==> src/hdl/enc_bridge_pkg.sv <==
// Purpose: Shared constants of the encoder host bus bridge.
// Assumes: 32-bit multiplexed address/data bus clocked by REF_CLK.
// Notes:   Local buffer registers live in the upper index range.
package enc_bridge_pkg;
    localparam logic [3:0]  CMD_IO_RD     = 4'h2;
    localparam logic [3:0]  CMD_IO_WR     = 4'h3;
    localparam logic [3:0]  CMD_MEM_RD    = 4'h6;
    localparam logic [3:0]  CMD_MEM_WR    = 4'h7;
    localparam logic [3:0]  CMD_CFG_RD    = 4'ha;
    localparam logic [3:0]  CMD_CFG_WR    = 4'hb;
    localparam logic [3:0]  CMD_MEM_RDM   = 4'hc;
    localparam logic [3:0]  CMD_MEM_RDL   = 4'he;
    localparam logic [5:0]  CFG_ID        = 6'h00;
    localparam logic [5:0]  CFG_CMDSTAT   = 6'h01;
    localparam logic [5:0]  CFG_CLASS     = 6'h02;
    localparam logic [5:0]  CFG_BAR0      = 6'h04;
    localparam logic [5:0]  CFG_BAR1      = 6'h05;
    localparam logic [5:0]  CFG_BAR2      = 6'h06;
    localparam logic [5:0]  CFG_INTR      = 6'h0f;
    localparam logic [3:0]  IO_INDEX_OFS  = 4'h0;
    localparam logic [3:0]  IO_DATA_OFS   = 4'h4;
    localparam logic [3:0]  IO_STREAM_OFS = 4'h8;
    localparam logic [6:0]  IDX_SOUND     = 7'h67;
    localparam logic [6:0]  IDX_BUF0_BASE = 7'h70;
    localparam logic [6:0]  IDX_BUF1_BASE = 7'h71;
    localparam logic [6:0]  IDX_BUF0_SIZE = 7'h72;
    localparam logic [6:0]  IDX_BUF1_SIZE = 7'h73;
    localparam logic [6:0]  IDX_BUF_STATE = 7'h74;
    localparam int          BST_RDY0      = 0;
    localparam int          BST_RDY1      = 1;
    localparam int          BST_FULL0     = 2;
    localparam int          BST_FULL1     = 3;
    localparam int          BST_MEN       = 4;
    localparam int          ST_TABORT_SIG = 11;
    localparam int          ST_TABORT_RCV = 12;
    localparam int          ST_MABORT     = 13;
    localparam int          ST_PERR       = 15;
    localparam logic [15:0] STATUS_FIXED  = 16'h0280;
    localparam logic [15:0] STATUS_STICKY = 16'hb800;
    localparam logic [2:0]  CMD_RESET     = 3'h0;
    localparam logic [23:0] CLASS_CODE    = 24'h040000;
    localparam logic [7:0]  INT_PIN       = 8'h01;
    localparam logic [7:0]  MIN_GNT       = 8'hff;
    localparam logic [7:0]  MAX_LAT       = 8'h01;
    localparam logic [2:0]  MABORT_CLKS   = 3'h5;
endpackage

==> src/hdl/enc_host_bridge.sv <==
// Purpose: Host bus target and bus master bridge of the video encoder.
// Assumes: Bus pins are synchronous to REF_CLK; FIFO_DATA and REG_RDATA are
//          valid the cycle after FIFO_RD or REG_RD.
// Notes:   Two-way pins are split into _IN, _OUT and _OE.
// Functional notes
// - Status bits 6 and 8 read zero
// - Status bit 7 reads one
// - Status bits 10:9 read 01b
// - Bit 11 set on issued target-abort
// - Bit 12 set on received target-abort
// - Bit 13 set on master-abort
// - Status bit 14 reads zero
// - Bit 15 set on parity error in a target write data phase
// - Status writes clear bits written one
// - Config claimed only with IDSEL, AD[1:0]=00
// - Config dword from AD[7:2], command from C/BE
// - Core reached via index then data port
// - Ports at 0, 4h, 8h; index persists
// - DEVSEL two clocks after address phase
// - Transfer on IRDY and TRDY; release after
// - Read turnaround after address; turnaround on release
// - Window one read pops one FIFO word per data phase
// - Window two read reads index 67h
// - Window two single data phase only
// - REQ when enabled and FIFO ready; start rules
// - Master write address, IRDY next, FRAME early
// - Threshold bursts, address steps four times threshold
// - Full sets flag, clears ready, interrupts
module enc_host_bridge #(
    parameter logic [31:0] ID_WORD  = 32'h5a5a_a5a5, // Arbitrary value
    parameter logic [7:0]  REV_CODE = 8'h01          // Arbitrary value
) (
    input  wire logic        REF_CLK,     // Bus clock
    input  wire logic        RST_B,       // Async reset, low active
    input  wire logic [31:0] AD_IN,       // Address/data sensed
    output logic      [31:0] AD_OUT,      // Address/data driven
    output logic             AD_OE,       // Address/data enable
    input  wire logic [3:0]  CBE_B_IN,    // Command/byte enables sensed
    output logic      [3:0]  CBE_B_OUT,   // Command/byte enables driven
    output logic             CBE_OE,      // Command/byte enable drive
    input  wire logic        PAR_IN,      // Parity sensed
    output logic             PAR_OUT,     // Parity driven
    output logic             PAR_OE,      // Parity enable
    input  wire logic        FRAME_B_IN,  // Frame sensed
    output logic             FRAME_B_OUT, // Frame driven
    output logic             FRAME_B_OE,  // Frame enable
    input  wire logic        IRDY_B_IN,   // Initiator ready sensed
    output logic             IRDY_B_OUT,  // Initiator ready driven
    output logic             IRDY_B_OE,   // Initiator ready enable
    input  wire logic        TRDY_B_IN,   // Target ready sensed
    output logic             TRDY_B_OUT,  // Target ready driven
    output logic             TRDY_B_OE,   // Target ready enable
    input  wire logic        DEVSEL_B_IN, // Device select sensed
    output logic             DEVSEL_B_OUT,// Device select driven
    output logic             DEVSEL_B_OE, // Device select enable
    input  wire logic        STOP_B_IN,   // Stop sensed
    output logic             STOP_B_OUT,  // Stop driven
    output logic             STOP_B_OE,   // Stop enable
    input  wire logic        IDSEL,       // Config select
    output logic             REQ_B,       // Bus request
    input  wire logic        GNT_B,       // Bus grant
    output logic             INT_B_OUT,   // Interrupt level, open drain
    output logic             INT_B_OE,    // Interrupt pull-down enable
    output logic      [6:0]  REG_ADDR,    // Core register index
    output logic      [31:0] REG_WDATA,   // Core write data
    output logic             REG_WR,      // Core write strobe
    output logic             REG_RD,      // Core read strobe
    input  wire logic [31:0] REG_RDATA,   // Core read data
    output logic             FIFO_RD,     // Output FIFO pop strobe
    input  wire logic [31:0] FIFO_DATA,   // Output FIFO word
    input  wire logic        FIFO_RDY,    // FIFO holds a threshold
    input  wire logic [15:0] THRESHOLD    // Threshold in words
);
    import enc_bridge_pkg::*;

    typedef enum logic [5:0] {
        T_IDLE = 6'b000001, T_DEC = 6'b000010, T_LOAD = 6'b000100,
        T_DATA = 6'b001000, T_HOLD = 6'b010000, T_TURN = 6'b100000
    } tgt_state_e;
    typedef enum logic [4:0] {
        M_IDLE = 5'b00001, M_ADDR = 5'b00010, M_LOAD = 5'b00100,
        M_DATA = 5'b01000, M_TURN = 5'b10000
    } mst_state_e;

    tgt_state_e  t_q;
    mst_state_e  m_q;
    logic        frame_prev_q, t_cfg_q, t_io_q, t_w1_q, t_w2_q, t_rd_q, t_abort_q;
    logic [7:0]  t_ofs_q, int_line_q;
    logic [31:0] t_data_q, m_word_q, m_off_q, wdata_q;
    logic [31:0] base_q [2];
    logic [31:0] size_q [2];
    logic [27:0] bar0_q;
    logic [19:0] bar1_q, bar2_q;
    logic [2:0]  cmd_q, dcnt_q;
    logic [15:0] stat_q, left_q;
    logic [6:0]  index_q;
    logic [4:0]  bst_q;
    logic        buf_sel_q, pend_q, m_pop_q, reg_wr_q, chk_q, chk_par_q, par_q;
    logic        par_oe_q, int_q, devsel_seen_q;

    logic cfg_hit, io_hit, w1_hit, w2_hit, claim, t_xfer, t_wr_xfer, m_xfer;
    logic m_want, m_start, m_pop, t_pop, idx_local, last_word, m_end, m_abort;
    logic [15:0] status_word, words_room;
    logic [31:0] cfg_rd, local_rd, rd_mux;

    // Address phase decode; own master cycles are never claimed
    assign cfg_hit = IDSEL && AD_IN[1:0] == 2'b00 &&
                     (CBE_B_IN == CMD_CFG_RD || CBE_B_IN == CMD_CFG_WR);
    assign io_hit  = cmd_q[0] && AD_IN[31:4] == bar0_q &&
                     (CBE_B_IN == CMD_IO_RD || CBE_B_IN == CMD_IO_WR);
    assign w1_hit  = cmd_q[1] && AD_IN[31:12] == bar1_q &&
                     (CBE_B_IN == CMD_MEM_RD || CBE_B_IN == CMD_MEM_RDM ||
                      CBE_B_IN == CMD_MEM_RDL);
    assign w2_hit  = cmd_q[1] && AD_IN[31:12] == bar2_q && CBE_B_IN == CMD_MEM_RD;
    assign claim   = frame_prev_q && !FRAME_B_IN && t_q == T_IDLE && m_q == M_IDLE &&
                     (cfg_hit || io_hit || w1_hit || w2_hit);
    assign t_xfer    = t_q == T_DATA && !t_abort_q && !IRDY_B_IN;
    assign t_wr_xfer = t_xfer && !t_rd_q;
    assign idx_local = index_q >= IDX_BUF0_BASE && index_q <= IDX_BUF_STATE;

    always_ff @(posedge REF_CLK or negedge RST_B) begin
        if (!RST_B) begin
            frame_prev_q <= 1'b1;
        end else begin
            frame_prev_q <= FRAME_B_IN;
        end
    end

    always_ff @(posedge REF_CLK or negedge RST_B) begin
        if (!RST_B) begin
            t_q <= T_IDLE;
            {t_cfg_q, t_io_q, t_w1_q, t_w2_q, t_rd_q, t_abort_q} <= 6'h00;
            t_ofs_q <= 8'h00;
        end else begin
            case (t_q)
                T_IDLE: if (claim) begin
                    t_q       <= T_DEC;
                    t_cfg_q   <= cfg_hit;
                    t_io_q    <= io_hit && !cfg_hit;
                    t_w1_q    <= w1_hit && !cfg_hit;
                    t_w2_q    <= w2_hit && !w1_hit && !cfg_hit;
                    t_rd_q    <= !CBE_B_IN[0];
                    t_ofs_q   <= AD_IN[7:0];
                    // Unused fourth port and writes to the stream port abort
                    t_abort_q <= io_hit && !cfg_hit && (AD_IN[3:0] > IO_STREAM_OFS ||
                                 (AD_IN[3:0] == IO_STREAM_OFS && CBE_B_IN[0]));
                end
                T_DEC:  t_q <= T_LOAD;
                T_LOAD: t_q <= T_DATA;
                T_DATA: begin
                    if (t_abort_q) begin
                        t_q <= FRAME_B_IN ? T_TURN : T_HOLD;
                    end else if (t_xfer) begin
                        if (!FRAME_B_IN && t_w1_q) begin
                            t_q <= T_LOAD;
                        end else begin
                            t_q <= FRAME_B_IN ? T_TURN : T_HOLD;
                        end
                    end
                end
                T_HOLD: if (FRAME_B_IN) begin
                    t_q <= T_TURN;
                end
                T_TURN: t_q <= T_IDLE;
                default: t_q <= T_IDLE;
            endcase
        end
    end

    // Target pins; TURN drives high one clock before release
    assign DEVSEL_B_OUT = !((t_q == T_LOAD || t_q == T_DATA || t_q == T_HOLD) &&
                            !t_abort_q);
    assign TRDY_B_OUT   = !(t_q == T_DATA && !t_abort_q);
    assign STOP_B_OUT   = !((t_q == T_DATA && (t_abort_q || !t_w1_q)) || t_q == T_HOLD);
    assign DEVSEL_B_OE  = t_q == T_LOAD || t_q == T_DATA || t_q == T_HOLD || t_q == T_TURN;
    assign TRDY_B_OE    = DEVSEL_B_OE;
    assign STOP_B_OE    = DEVSEL_B_OE;

    // Core side strobes
    assign t_pop   = (t_q == T_DEC && t_rd_q && !t_abort_q &&
                      (t_w1_q || (t_io_q && t_ofs_q[3:0] == IO_STREAM_OFS))) ||
                     (t_xfer && t_w1_q && !FRAME_B_IN);
    assign FIFO_RD = t_pop || m_pop;
    assign REG_RD  = t_q == T_DEC && t_rd_q && !t_abort_q && (t_w2_q ||
                     (t_io_q && t_ofs_q[3:0] == IO_DATA_OFS && !idx_local));
    assign REG_ADDR  = t_w2_q ? IDX_SOUND : index_q;
    assign REG_WR    = reg_wr_q;
    assign REG_WDATA = wdata_q;

    always_comb begin
        case (t_ofs_q[7:2])
            CFG_ID:      cfg_rd = ID_WORD;
            CFG_CMDSTAT: cfg_rd = {status_word, 13'h0000, cmd_q};
            CFG_CLASS:   cfg_rd = {CLASS_CODE, REV_CODE};
            CFG_BAR0:    cfg_rd = {bar0_q, 4'h1};
            CFG_BAR1:    cfg_rd = {bar1_q, 12'h000};
            CFG_BAR2:    cfg_rd = {bar2_q, 12'h000};
            CFG_INTR:    cfg_rd = {MAX_LAT, MIN_GNT, INT_PIN, int_line_q};
            default:     cfg_rd = 32'h0000_0000;
        endcase
        case (index_q)
            IDX_BUF0_BASE: local_rd = base_q[0];
            IDX_BUF1_BASE: local_rd = base_q[1];
            IDX_BUF0_SIZE: local_rd = size_q[0];
            IDX_BUF1_SIZE: local_rd = size_q[1];
            IDX_BUF_STATE: local_rd = {27'h0000000, bst_q};
            default:       local_rd = 32'h0000_0000;
        endcase
        if (t_cfg_q) begin
            rd_mux = cfg_rd;
        end else if (t_w1_q || (t_io_q && t_ofs_q[3:0] == IO_STREAM_OFS)) begin
            rd_mux = FIFO_DATA;
        end else if (t_w2_q) begin
            rd_mux = REG_RDATA;
        end else if (t_ofs_q[3:0] == IO_INDEX_OFS) begin
            rd_mux = {25'h0000000, index_q};
        end else begin
            rd_mux = idx_local ? local_rd : REG_RDATA;
        end
    end

    always_ff @(posedge REF_CLK or negedge RST_B) begin
        if (!RST_B) begin
            t_data_q <= 32'h0000_0000;
        end else if (t_q == T_LOAD) begin
            t_data_q <= rd_mux;
        end
    end

    // Config and index port writes
    always_ff @(posedge REF_CLK or negedge RST_B) begin
        if (!RST_B) begin
            cmd_q      <= CMD_RESET;
            bar0_q     <= 28'h0000000;
            bar1_q     <= 20'h00000;
            bar2_q     <= 20'h00000;
            int_line_q <= 8'h00;
            index_q    <= 7'h00;
            reg_wr_q   <= 1'b0;
            wdata_q    <= 32'h0000_0000;
        end else begin
            reg_wr_q <= t_wr_xfer && t_io_q && t_ofs_q[3:0] == IO_DATA_OFS && !idx_local;
            if (t_wr_xfer && t_io_q) begin
                wdata_q <= AD_IN;
            end
            if (t_wr_xfer && t_io_q && t_ofs_q[3:0] == IO_INDEX_OFS) begin
                index_q <= AD_IN[6:0];
            end
            if (t_wr_xfer && t_cfg_q) begin
                case (t_ofs_q[7:2])
                    CFG_CMDSTAT: if (!CBE_B_IN[0]) begin
                        cmd_q <= AD_IN[2:0];
                    end
                    CFG_BAR0: bar0_q <= AD_IN[31:4];
                    CFG_BAR1: bar1_q <= AD_IN[31:12];
                    CFG_BAR2: bar2_q <= AD_IN[31:12];
                    CFG_INTR: if (!CBE_B_IN[0]) begin
                        int_line_q <= AD_IN[7:0];
                    end
                    default: ;
                endcase
            end
        end
    end

    // Status: sticky events, write one to clear, setting beats clearing
    assign status_word = (stat_q & STATUS_STICKY) | STATUS_FIXED;
    always_ff @(posedge REF_CLK or negedge RST_B) begin
        if (!RST_B) begin
            stat_q    <= 16'h0000;
            chk_q     <= 1'b0;
            chk_par_q <= 1'b0;
        end else begin
            chk_q     <= t_wr_xfer;
            chk_par_q <= ^{AD_IN, CBE_B_IN};
            if (t_wr_xfer && t_cfg_q && t_ofs_q[7:2] == CFG_CMDSTAT) begin
                stat_q <= stat_q & ~{CBE_B_IN[3] ? 8'h00 : AD_IN[31:24],
                                     CBE_B_IN[2] ? 8'h00 : AD_IN[23:16]};
            end
            if (t_q == T_DATA && t_abort_q) begin
                stat_q[ST_TABORT_SIG] <= 1'b1;
            end
            if (m_abort && devsel_seen_q) begin
                stat_q[ST_TABORT_RCV] <= 1'b1;
            end
            if (m_abort && !devsel_seen_q) begin
                stat_q[ST_MABORT] <= 1'b1;
            end
            if (chk_q && PAR_IN != chk_par_q) begin
                stat_q[ST_PERR] <= 1'b1;
            end
        end
    end

    // Master side
    assign m_want = bst_q[BST_MEN] && cmd_q[2] && FIFO_RDY && t_q == T_IDLE &&
                    bst_q[buf_sel_q ? BST_RDY1 : BST_RDY0];
    assign REQ_B   = !(m_want && m_q == M_IDLE);
    assign m_start = m_q == M_IDLE && m_want && !GNT_B && FRAME_B_IN && IRDY_B_IN;
    assign m_xfer  = m_q == M_DATA && !IRDY_B_OUT && !TRDY_B_IN;
    assign m_abort = m_q == M_DATA && !STOP_B_IN && DEVSEL_B_IN ||
                     m_q == M_DATA && DEVSEL_B_IN && !devsel_seen_q && dcnt_q >= MABORT_CLKS;
    assign last_word = left_q == 16'h0001;
    assign m_end   = m_xfer && (last_word || !STOP_B_IN);
    assign m_pop   = (m_start && !pend_q) || (m_xfer && !m_end);
    assign words_room = 16'((size_q[buf_sel_q] - m_off_q) >> 2);

    always_ff @(posedge REF_CLK or negedge RST_B) begin
        if (!RST_B) begin
            m_q           <= M_IDLE;
            left_q        <= 16'h0000;
            dcnt_q        <= 3'h0;
            devsel_seen_q <= 1'b0;
        end else begin
            case (m_q)
                M_IDLE: if (m_start) begin
                    m_q    <= M_ADDR;
                    left_q <= THRESHOLD < words_room ? THRESHOLD : words_room;
                end
                M_ADDR: m_q <= M_DATA;
                M_LOAD: m_q <= M_DATA;
                M_DATA: begin
                    if (m_abort || m_end) begin
                        m_q <= M_TURN;
                    end else if (m_xfer) begin
                        m_q <= M_LOAD;
                    end
                    if (m_xfer) begin
                        left_q <= left_q - 16'h0001;
                    end
                end
                M_TURN: m_q <= M_IDLE;
                default: m_q <= M_IDLE;
            endcase
            dcnt_q        <= m_q == M_ADDR ? 3'h1 : (dcnt_q < MABORT_CLKS ? dcnt_q + 3'h1 : dcnt_q);
            devsel_seen_q <= m_q == M_ADDR ? 1'b0 : (devsel_seen_q || !DEVSEL_B_IN);
        end
    end

    // Buffer bookkeeping and the local registers
    always_ff @(posedge REF_CLK or negedge RST_B) begin
        if (!RST_B) begin
            base_q[0] <= 32'h0000_0000;
            base_q[1] <= 32'h0000_0000;
            size_q[0] <= 32'h0000_0000;
            size_q[1] <= 32'h0000_0000;
            bst_q     <= 5'h00;
            buf_sel_q <= 1'b0;
            m_off_q   <= 32'h0000_0000;
            pend_q    <= 1'b0;
            m_pop_q   <= 1'b0;
            m_word_q  <= 32'h0000_0000;
            int_q     <= 1'b0;
        end else begin
            m_pop_q <= m_pop;
            int_q   <= bst_q[BST_FULL0] || bst_q[BST_FULL1];
            if (m_pop_q) begin
                m_word_q <= FIFO_DATA;
            end
            pend_q <= m_pop || (pend_q && !m_xfer);
            if (t_wr_xfer && t_io_q && t_ofs_q[3:0] == IO_DATA_OFS) begin
                case (index_q)
                    IDX_BUF0_BASE: base_q[0] <= AD_IN;
                    IDX_BUF1_BASE: base_q[1] <= AD_IN;
                    IDX_BUF0_SIZE: size_q[0] <= AD_IN;
                    IDX_BUF1_SIZE: size_q[1] <= AD_IN;
                    IDX_BUF_STATE: begin
                        bst_q[BST_RDY1:BST_RDY0] <= AD_IN[BST_RDY1:BST_RDY0];
                        bst_q[BST_FULL1:BST_FULL0] <= bst_q[BST_FULL1:BST_FULL0] &
                                                      ~AD_IN[BST_FULL1:BST_FULL0];
                        bst_q[BST_MEN] <= AD_IN[BST_MEN];
                    end
                    default: ;
                endcase
            end
            if (!bst_q[BST_MEN]) begin
                buf_sel_q <= 1'b0;
                m_off_q   <= 32'h0000_0000;
            end else if (m_xfer) begin
                if (m_off_q + 32'h4 >= size_q[buf_sel_q]) begin
                    bst_q[buf_sel_q ? BST_FULL1 : BST_FULL0] <= 1'b1;
                    bst_q[buf_sel_q ? BST_RDY1 : BST_RDY0]   <= 1'b0;
                    buf_sel_q <= !buf_sel_q;
                    m_off_q   <= 32'h0000_0000;
                end else begin
                    m_off_q <= m_off_q + 32'h4;
                end
            end
        end
    end

    // Shared pins
    always_ff @(posedge REF_CLK or negedge RST_B) begin
        if (!RST_B) begin
            par_q    <= 1'b0;
            par_oe_q <= 1'b0;
        end else begin
            par_q    <= ^{AD_OUT, CBE_B_OUT};
            par_oe_q <= AD_OE;
        end
    end
    assign AD_OUT = m_q == M_ADDR ? base_q[buf_sel_q] + m_off_q :
                    (m_q == M_IDLE ? t_data_q : m_word_q);
    // Read data waits one clock after the address for turnaround
    assign AD_OE  = (t_rd_q && (t_q == T_LOAD || t_q == T_DATA)) ||
                    m_q == M_ADDR || m_q == M_LOAD || m_q == M_DATA;
    assign CBE_B_OUT   = m_q == M_ADDR ? CMD_MEM_WR : 4'h0;
    assign CBE_OE      = m_q == M_ADDR || m_q == M_LOAD || m_q == M_DATA;
    assign FRAME_B_OUT = !(m_q == M_ADDR || m_q == M_LOAD ||
                           (m_q == M_DATA && !last_word && !m_abort));
    assign IRDY_B_OUT  = m_q != M_DATA;
    assign FRAME_B_OE  = CBE_OE || m_q == M_TURN;
    assign IRDY_B_OE   = FRAME_B_OE;
    assign PAR_OUT     = par_q;
    assign PAR_OE      = par_oe_q;
    assign INT_B_OUT   = 1'b0;
    assign INT_B_OE    = int_q;
endmodule

==> config.mk <==
export PLATFORM = sky130hd
export DESIGN_NAME = enc_host_bridge
export DESIGN_NICKNAME = d
export VERILOG_FILES = /design/src/hdl/enc_bridge_pkg.sv /design/src/hdl/enc_host_bridge.sv
export SDC_FILE = /design/constraint.sdc
export NUM_CORES = 1
export LEC_CHECK = 0
export BUFFER_PORTS_ARGS = -buffer_cell sky130_fd_sc_hd__buf_2
export CORE_MARGIN = 2
export CORE_UTILIZATION = 40
export DETAILED_ROUTE_END_ITERATION = 12
export GPL_ROUTABILITY_DRIVEN = 0
export SYNTH_ARGS = -nofsm -noshare
export SYNTH_HDL_FRONTEND = slang
export SYNTH_SLANG_ARGS = --single-unit
==> constraint.sdc <==
create_clock -name REF_CLK -period 7 [get_ports REF_CLK]
set_input_delay 0.35 -clock REF_CLK [delete_from_list [all_inputs] [get_ports REF_CLK]]
set_output_delay 0.35 -clock REF_CLK [all_outputs]
set_load 0.03 [all_outputs]
==> results.sh, run 1 <==
export IMPL_dp_cells=3456
export IMPL_cp_common_cell="o21ai_0"
export IMPL_post_cts_setup_buffers=0
export IMPL_area_growth_synth_to_final_pct=13.6
export IMPL_slew_headroom_pct=10.6
export IMPL_grt_ovfl_total=0
export IMPL_root_buffer="clkbuf_16"
export IMPL_seq_area_frac_synth_pct=40.5
export IMPL_io_buffers=219
export IMPL_grt_pass1_vias=20600
export IMPL_period_share_pct=85.1
export IMPL_grt_pass1_wl_mm=137
export IMPL_synth_area_um2=25000
export IMPL_drc=0
export IMPL_regToRegSetupSlack_ns=1.42
export IMPL_required_ns=6.65
export IMPL_postPlaceCellArea_um2=26900
export IMPL_cts_hold_buffers=3
export IMPL_ant_nets=0
export IMPL_hp_class="in2reg"
export IMPL_final_core_util_pct=46.0
export IMPL_die_w_um=254
export IMPL_detail_route_vias_per_cell=6.06
export IMPL_cpLargestDelayFamily="compound AO/OA/AOI/OAI gates"
export IMPL_end_kind="primary output"
export IMPL_num_nets_final=2900
export IMPL_antennaDiodeCount=0
export IMPL_drive_above_1_share_pct=24.9
export IMPL_tightest_slew_ns=1.34
export IMPL_clock_skew_ns=0.0436
export IMPL_synth_edf_count=0
export IMPL_rsz0062_at_grt="no"
export IMPL_grt_use_total_pct=28.9
export IMPL_leakage_nw=13.7
export IMPL_initial_core_util_pct=40.5
export IMPL_clock_path_buffers=3
export IMPL_synth_top_flop_cell="dfrtp_1"
export IMPL_powerDensity_nw_per_um2=190
export IMPL_async_reset_ff_share_pct=100
export IMPL_tns_ns=0
export IMPL_io_pins=222
export IMPL_critPathMaxFanout=36
export IMPL_arrival_ns=5.60
export IMPL_drv_slew=0
export IMPL_grt_max_degree=155
export IMPL_p_total_mw=5.40
export IMPL_clk_latency_ns=0.60
export IMPL_status="complete, no violations"
export IMPL_fmax_mhz=168
export IMPL_seqCellArea_um2=10100
export IMPL_setup_viol=0
export IMPL_dp_hpwl_mm=69.7
export IMPL_period_needed_ns=5.95
export IMPL_die_height_um=254
export IMPL_report_final_hold_viol_count=0
export IMPL_nFillCells=5838
export IMPL_ir_drop_uv=162
export IMPL_wl_mm=94.2
export IMPL_antenna_found_initial=1
export IMPL_crit_slowest_cell="dfrtp_4"
export IMPL_htree_levels=2
export IMPL_dr_pass1_iters=6
export IMPL_avgSynthCellArea_um2=9.89
export IMPL_yosysWarnings=0
export IMPL_crit_buf_inv=2
export IMPL_cap_violations=0
export IMPL_ys_ff_latch=404
export IMPL_cts_tree="built"
export IMPL_critPathLaunchType="flop"
export IMPL_drt_iter0_markers=2623
export IMPL_clk_pin_slew_ns=0.06
export IMPL_num_rows=91
export IMPL_fin_area_um2=28400
export IMPL_synth_distinct_cells=76
export IMPL_cts_buffers=45
export IMPL_wl_per_cell_um=26.6
export IMPL_max_stage_delay_ns=0.70
export IMPL_coreArea_um2=61700
export IMPL_syn_inst=2527
export IMPL_via_count=21400
export IMPL_cts_sinks=404
export IMPL_dieArea_um2=64500
export IMPL_cts_resized=0
export IMPL_crit_type="reg2out"
export IMPL_crit_chain="buf_4 > mux2_2 > ha_1 > a21oi_1 > o21ai_0 > a22oi_1 > o31a_1 > o21ai_0 > a221oi_1 > o31ai_1 > o21ai_0 > nand2b_1 > a21o_1 > xnor2_1 > nor2_1 > a31oi_1 > buf_2"
export IMPL_fin_cells=3537
export IMPL_multi_input_area_um2=14000
==> Yosys cell counts (12+ instances only) <==
| cell | n | share of area [%] |
|---|---|---|
| a21o_1 | 30 | 0.90 |
| a21oi_1 | 193 | 3.9 |
| a221oi_1 | 39 | 1.4 |
| a22oi_1 | 33 | 0.99 |
| a31oi_1 | 22 | 0.55 |
| and2_1 | 17 | 0.43 |
| and3_1 | 12 | 0.30 |
| buf_1 | 24 | 0.36 |
| clkbuf_1 | 131 | 2.0 |
| dfrtp_1 | 401 | 40 |
| ha_1 | 104 | 5.2 |
| inv_1 | 66 | 0.99 |
| mux2_2 | 308 | 14 |
| mux2i_1 | 71 | 2.8 |
| nand2_1 | 230 | 3.5 |
| nand2b_1 | 21 | 0.53 |
| nand3_1 | 39 | 0.78 |
| nand4_1 | 46 | 1.2 |
| nor2_1 | 115 | 1.7 |
| nor2b_1 | 21 | 0.53 |
| nor3_1 | 50 | 1.0 |
| nor4_1 | 18 | 0.45 |
| o21a_1 | 20 | 0.60 |
| o21ai_0 | 149 | 3.0 |
| o221ai_1 | 24 | 0.84 |
| o22ai_1 | 15 | 0.38 |
| xnor2_1 | 114 | 4.0 |
| xor2_1 | 73 | 2.6 |
==> report_power, final <==
part	internal (mW)	leakage, nW	total [mW]	switching, mW
combinational	0.157	7.48	0.540	0.384
sequential	2.35	5.46	2.37	0.0158
clock	1.47	0.743	2.50	1.02
total	3.98	13.7	5.40	1.42
==> area by class of cell <==
| class | count | share of cell area, % |
|---|---|---|
| multi-input cells | 1891 | 49.4 |
| flip-flops and latches | 404 | 35.6 |
| repair buffers | 260 | 5.05 |
| clock buffers | 65 | 4.59 |
| well taps | 837 | 3.69 |
| inverters | 67 | 0.930 |
| clock inverters | 13 | 0.723 |
==> final timing paths <==
check	from	to	depth (start not counted)
worst max-delay path	buf_sel_q$_DFFE_PN0P_	AD_OUT[31]	17
worst min-delay path	FIFO_DATA[28]	m_word_q[28]$_DFFE_PN0P_	2
worst max register to register	buf_sel_q$_DFFE_PN0P_	PAR_OUT$_DFF_PN0_	17
worst min register to register	pend_q$_DFF_PN0_	pend_q$_DFF_PN0_	1
max in group asynchronous	RST_B	REG_WDATA[12]$_DFFE_PN0P_	3
min in group asynchronous	RST_B	left_q[11]$_DFFE_PN0P_	2
==> per-stage QoR <==
stage / hold slack (ns) / setup slack [ns]
final: 0.0290 / 1.05
after global routing: 0.0263 / 0.598
after CTS: 0.00941 / 1.12
after detailed placement: 0.354 / 1.51
after global placement: 0.348 / 1.57
after floorplan: 0.0544 / 1.12
==> placed cells by master, fill, tap and decap left out, types with 71 or more instances in the layout <==
cell and count:
o21ai_0 149, nor2_1 112, ha_1 104, a21oi_1 193
mux2_2 308, xnor2_1 114, xor2_1 73, mux2i_1 71
dfrtp_1 400, buf_2 218, nand2_1 230
==> cell families (layout without fill, tap and decap cells) <==
family	Yosys count	count (layout)	synth area share (%)
DFF	404	404	40.5
other	1	3	0.0150
AOI/OAI and AO/OA	594	594	14.9
and+or+nand+nor	617	617	11.8
xor gates and xnor gates	194	194	7.18
adders and majority gates	104	104	5.21
buffers and inverters	234	405	3.75
muxes	379	379	16.7
==> flip-flops by register name, indices dropped and copies added (netlist names), 16 cells and up <==
signal / flops
REG_WDATA: 32
bar0_q: 28
bar1_q: 20
bar2_q: 20
base_q: 64
left_q: 16
m_off_q: 30
m_word_q: 32
size_q: 64
t_data_q: 32
==> layer usage <==
metal,GRT usage [%],part of all wire (%)
met4,9.98,3.7
met5,0,0.014
met3,5.95,9.9
met1,41.0,43
met2,43.5,44
Note: power is estimated with default switching activity, not from simulation.
==> run 2: changes to the inputs <==
--- a/config.mk
+++ b/config.mk
@@ -6,10 +6,14 @@
 export NUM_CORES = 1
 export LEC_CHECK = 0
 export BUFFER_PORTS_ARGS = -buffer_cell sky130_fd_sc_hd__buf_2
+export CELL_PAD_IN_SITES_DETAIL_PLACEMENT = 1
+export CELL_PAD_IN_SITES_GLOBAL_PLACEMENT = 1
 export CORE_MARGIN = 2
 export CORE_UTILIZATION = 40
+export CTS_BUF_LIST = sky130_fd_sc_hd__clkbuf_8
 export DETAILED_ROUTE_END_ITERATION = 12
 export GPL_ROUTABILITY_DRIVEN = 0
+export PLACE_DENSITY_LB_ADDON = 0.1
 export SYNTH_ARGS = -nofsm -noshare
 export SYNTH_HDL_FRONTEND = slang
 export SYNTH_SLANG_ARGS = --single-unit
==> run 2 against run 1 <==
Net effect:
- sequential share of layout area is 0.66 points lower
- via count rose by 1.4%
- first-iteration DRC count shrank 29%
- critical path depth is the same
- global-route usage is 2.8 points higher
- clock power barely moved
- clock-buffer cell count is 34 higher
- total power grew 0.70%
- cell area grew 1.9%
- flip-flop and latch count did not move
- non-clock buffer count increased by 40
- largest cell class unchanged
==> results.sh, run 2 (synthesized netlist as in run 1, its figures left out) <==
export IMPL_cts_tree="built"
export IMPL_hold_start="FIFO_DATA[24]"
export IMPL_max_stage_delay_ns=0.67
export IMPL_end_kind="primary output"
export IMPL_fin_area_um2=28900
export IMPL_via_count=21700
export IMPL_clk_pin_slew_ns=0.06
export IMPL_period_share_pct=90.6
export IMPL_htree_levels=3
export IMPL_hp_class="in2reg"
export IMPL_slew_headroom_pct=23.6
export IMPL_wl_per_cell_um=28.1
export IMPL_r2r_start="buf_sel_q$_DFFE_PN0P_"
export IMPL_coreArea_um2=61700
export IMPL_critPathLaunchType="flop"
export IMPL_dieArea_um2=64500
export IMPL_worst_hold_slack_ns=0.0377
export IMPL_leakage_nw=14.1
export IMPL_multi_input_area_um2=14000
export IMPL_cts_hold_buffers=42
export IMPL_post_cts_setup_buffers=0
export IMPL_rsz0062_at_grt="no"
export IMPL_io_pins=222
export IMPL_layout_common_cells="400 x dfrtp_1, 308 x mux2_2, 229 x nand2_1"
export IMPL_report_final_hold_viol_count=0
export IMPL_clock_skew_ns=0.0431
export IMPL_area_growth_synth_to_final_pct=15.7
export IMPL_seqCellArea_um2=10100
export IMPL_grt_ovfl_total=0
export IMPL_setup_viol=0
export IMPL_wl_mm=102
export IMPL_tightest_slew_ns=1.14
export IMPL_fmax_mhz=158
export IMPL_r2r_cells=18
export IMPL_tns_ns=0
export IMPL_layout_commonest_cell="dfrtp_1"
export IMPL_period_needed_ns=6.34
export IMPL_grt_max_degree=131
export IMPL_ir_drop_uv=153
export IMPL_root_buffer="clkbuf_8"
export IMPL_grt_pass1_vias=22200
export IMPL_antenna_found_initial=4
export IMPL_clock_path_buffers=3
export IMPL_regToRegSetupSlack_ns=1.22
export IMPL_cts_sinks=404
export IMPL_dr_pass1_iters=7
export IMPL_num_rows=91
export IMPL_cp_common_cell="o21ai_0"
export IMPL_drt_iter0_markers=1859
export IMPL_crit_chain="buf_4 > mux2_2 > ha_1 > a2111oi_0 > o21ai_1 > a22oi_1 > o31a_1 > o21ai_0 > a221oi_1 > o31ai_1 > o21ai_0 > nand2b_1 > a21o_1 > xnor2_1 > nor2_1 > a31oi_1 > buf_2"
export IMPL_hold_depth=2
export IMPL_drv_slew=0
export IMPL_status="complete, no violations"
export IMPL_grt_pass1_wl_mm=151
export IMPL_detail_route_vias_per_cell=5.96
export IMPL_initial_core_util_pct=40.5
export IMPL_critPathMaxFanout=27
export IMPL_cts_resized=0
export IMPL_holdPathEnd="m_word_q[24]$_DFFE_PN0P_"
export IMPL_drive_above_1_share_pct=25.9
export IMPL_grt_use_total_pct=31.7
export IMPL_clk_latency_ns=0.68
export IMPL_nFillCells=6994
export IMPL_reg_top3="base_q x64, size_q x64"
export IMPL_drc=0
export IMPL_cap_violations=0
export IMPL_ant_nets=0
export IMPL_r2r_end="PAR_OUT$_DFF_PN0_"
export IMPL_crit_slowest_cell="dfrtp_4"
export IMPL_io_buffers=219
export IMPL_die_height_um=254
export IMPL_dp_hpwl_mm=76.4
export IMPL_required_ns=6.65
export IMPL_cts_buffers=78
export IMPL_arrival_ns=5.99
export IMPL_postPlaceCellArea_um2=26900
export IMPL_die_w_um=254
export IMPL_powerDensity_nw_per_um2=188
export IMPL_crit_type="reg2out"
export IMPL_num_nets_final=2973
[run 2: worst max-delay path: cells and delay by family, from the launching register on]
kind                     cells  cell delay, ns
flip-flops                   1            0.67
AND/OR/NAND/NOR              2            0.16
multiplexers                 1            0.41
buffers and inverters        2            0.75
adder cells (fa/ha/maj)      1            0.22
XOR/XNOR                     1            0.38
AO/OA/AOI/OAI               10            2.71
[run 2: final cells by class]
cell class                      instances  share of cell area, %
Multi-Input combinational cell       1891                   48.4
Sequential cell                       404                   35.0
Clock buffer                           99                   4.71
Tap cell                              837                   3.62
Antenna cell                            2                 0.0173
Timing Repair Buffer                  300                   6.38
Clock inverter                         45                  0.939
Inverter                               67                  0.913
[run 2: through the flow]
step                      total power [mW]  std cells  util (%)  worst slack [ns]
after floorplan                       2.66       2529         -              1.12
after global placement                2.96       3457      43.5              1.49
after detailed placement              2.96       3457      43.5              1.34
after CTS                             5.48       3643      46.9             0.751
after global routing                  5.62       3644      46.9             0.385
final                                 5.44       3645      46.9             0.659
[run 2: metal layers]
layer  vias to the layer above  GRT usage, %  routed length [um]
li1                       9565             -                   -
met1                     11100          44.5               45800
met2                       846          49.8               46400
met3                       169          5.24                6870
met4                         0          9.87                3360
met5                         -             0                   0
[run 2: how the worst max path moves through the flow]
| stage | from | endpoint | slack (ns) | depth (start not counted) |
|---|---|---|---|---|
| after floorplan | buf_sel_q$_DFFE_PN0P_ | PAR_OUT$_DFF_PN0_ | 1.12 | 20 |
| after global placement | buf_sel_q$_DFFE_PN0P_ | PAR_OUT$_DFF_PN0_ | 1.49 | 18 |
| after detailed placement | buf_sel_q$_DFFE_PN0P_ | PAR_OUT$_DFF_PN0_ | 1.34 | 18 |
| after CTS | buf_sel_q$_DFFE_PN0P_ | AD_OUT[31] | 0.75 | 17 |
| after global routing | buf_sel_q$_DFFE_PN0P_ | AD_OUT[31] | 0.39 | 17 |
| final | buf_sel_q$_DFFE_PN0P_ | AD_OUT[31] | 0.66 | 17 |
[run 2: report_power, final]
part / switching, mW / total (mW) / internal, mW
Clock: 1.13 / 2.49 / 1.35
Sequential: 0.0145 / 2.37 / 2.35
Combinational: 0.416 / 0.589 / 0.173
Total: 1.56 / 5.44 / 3.88
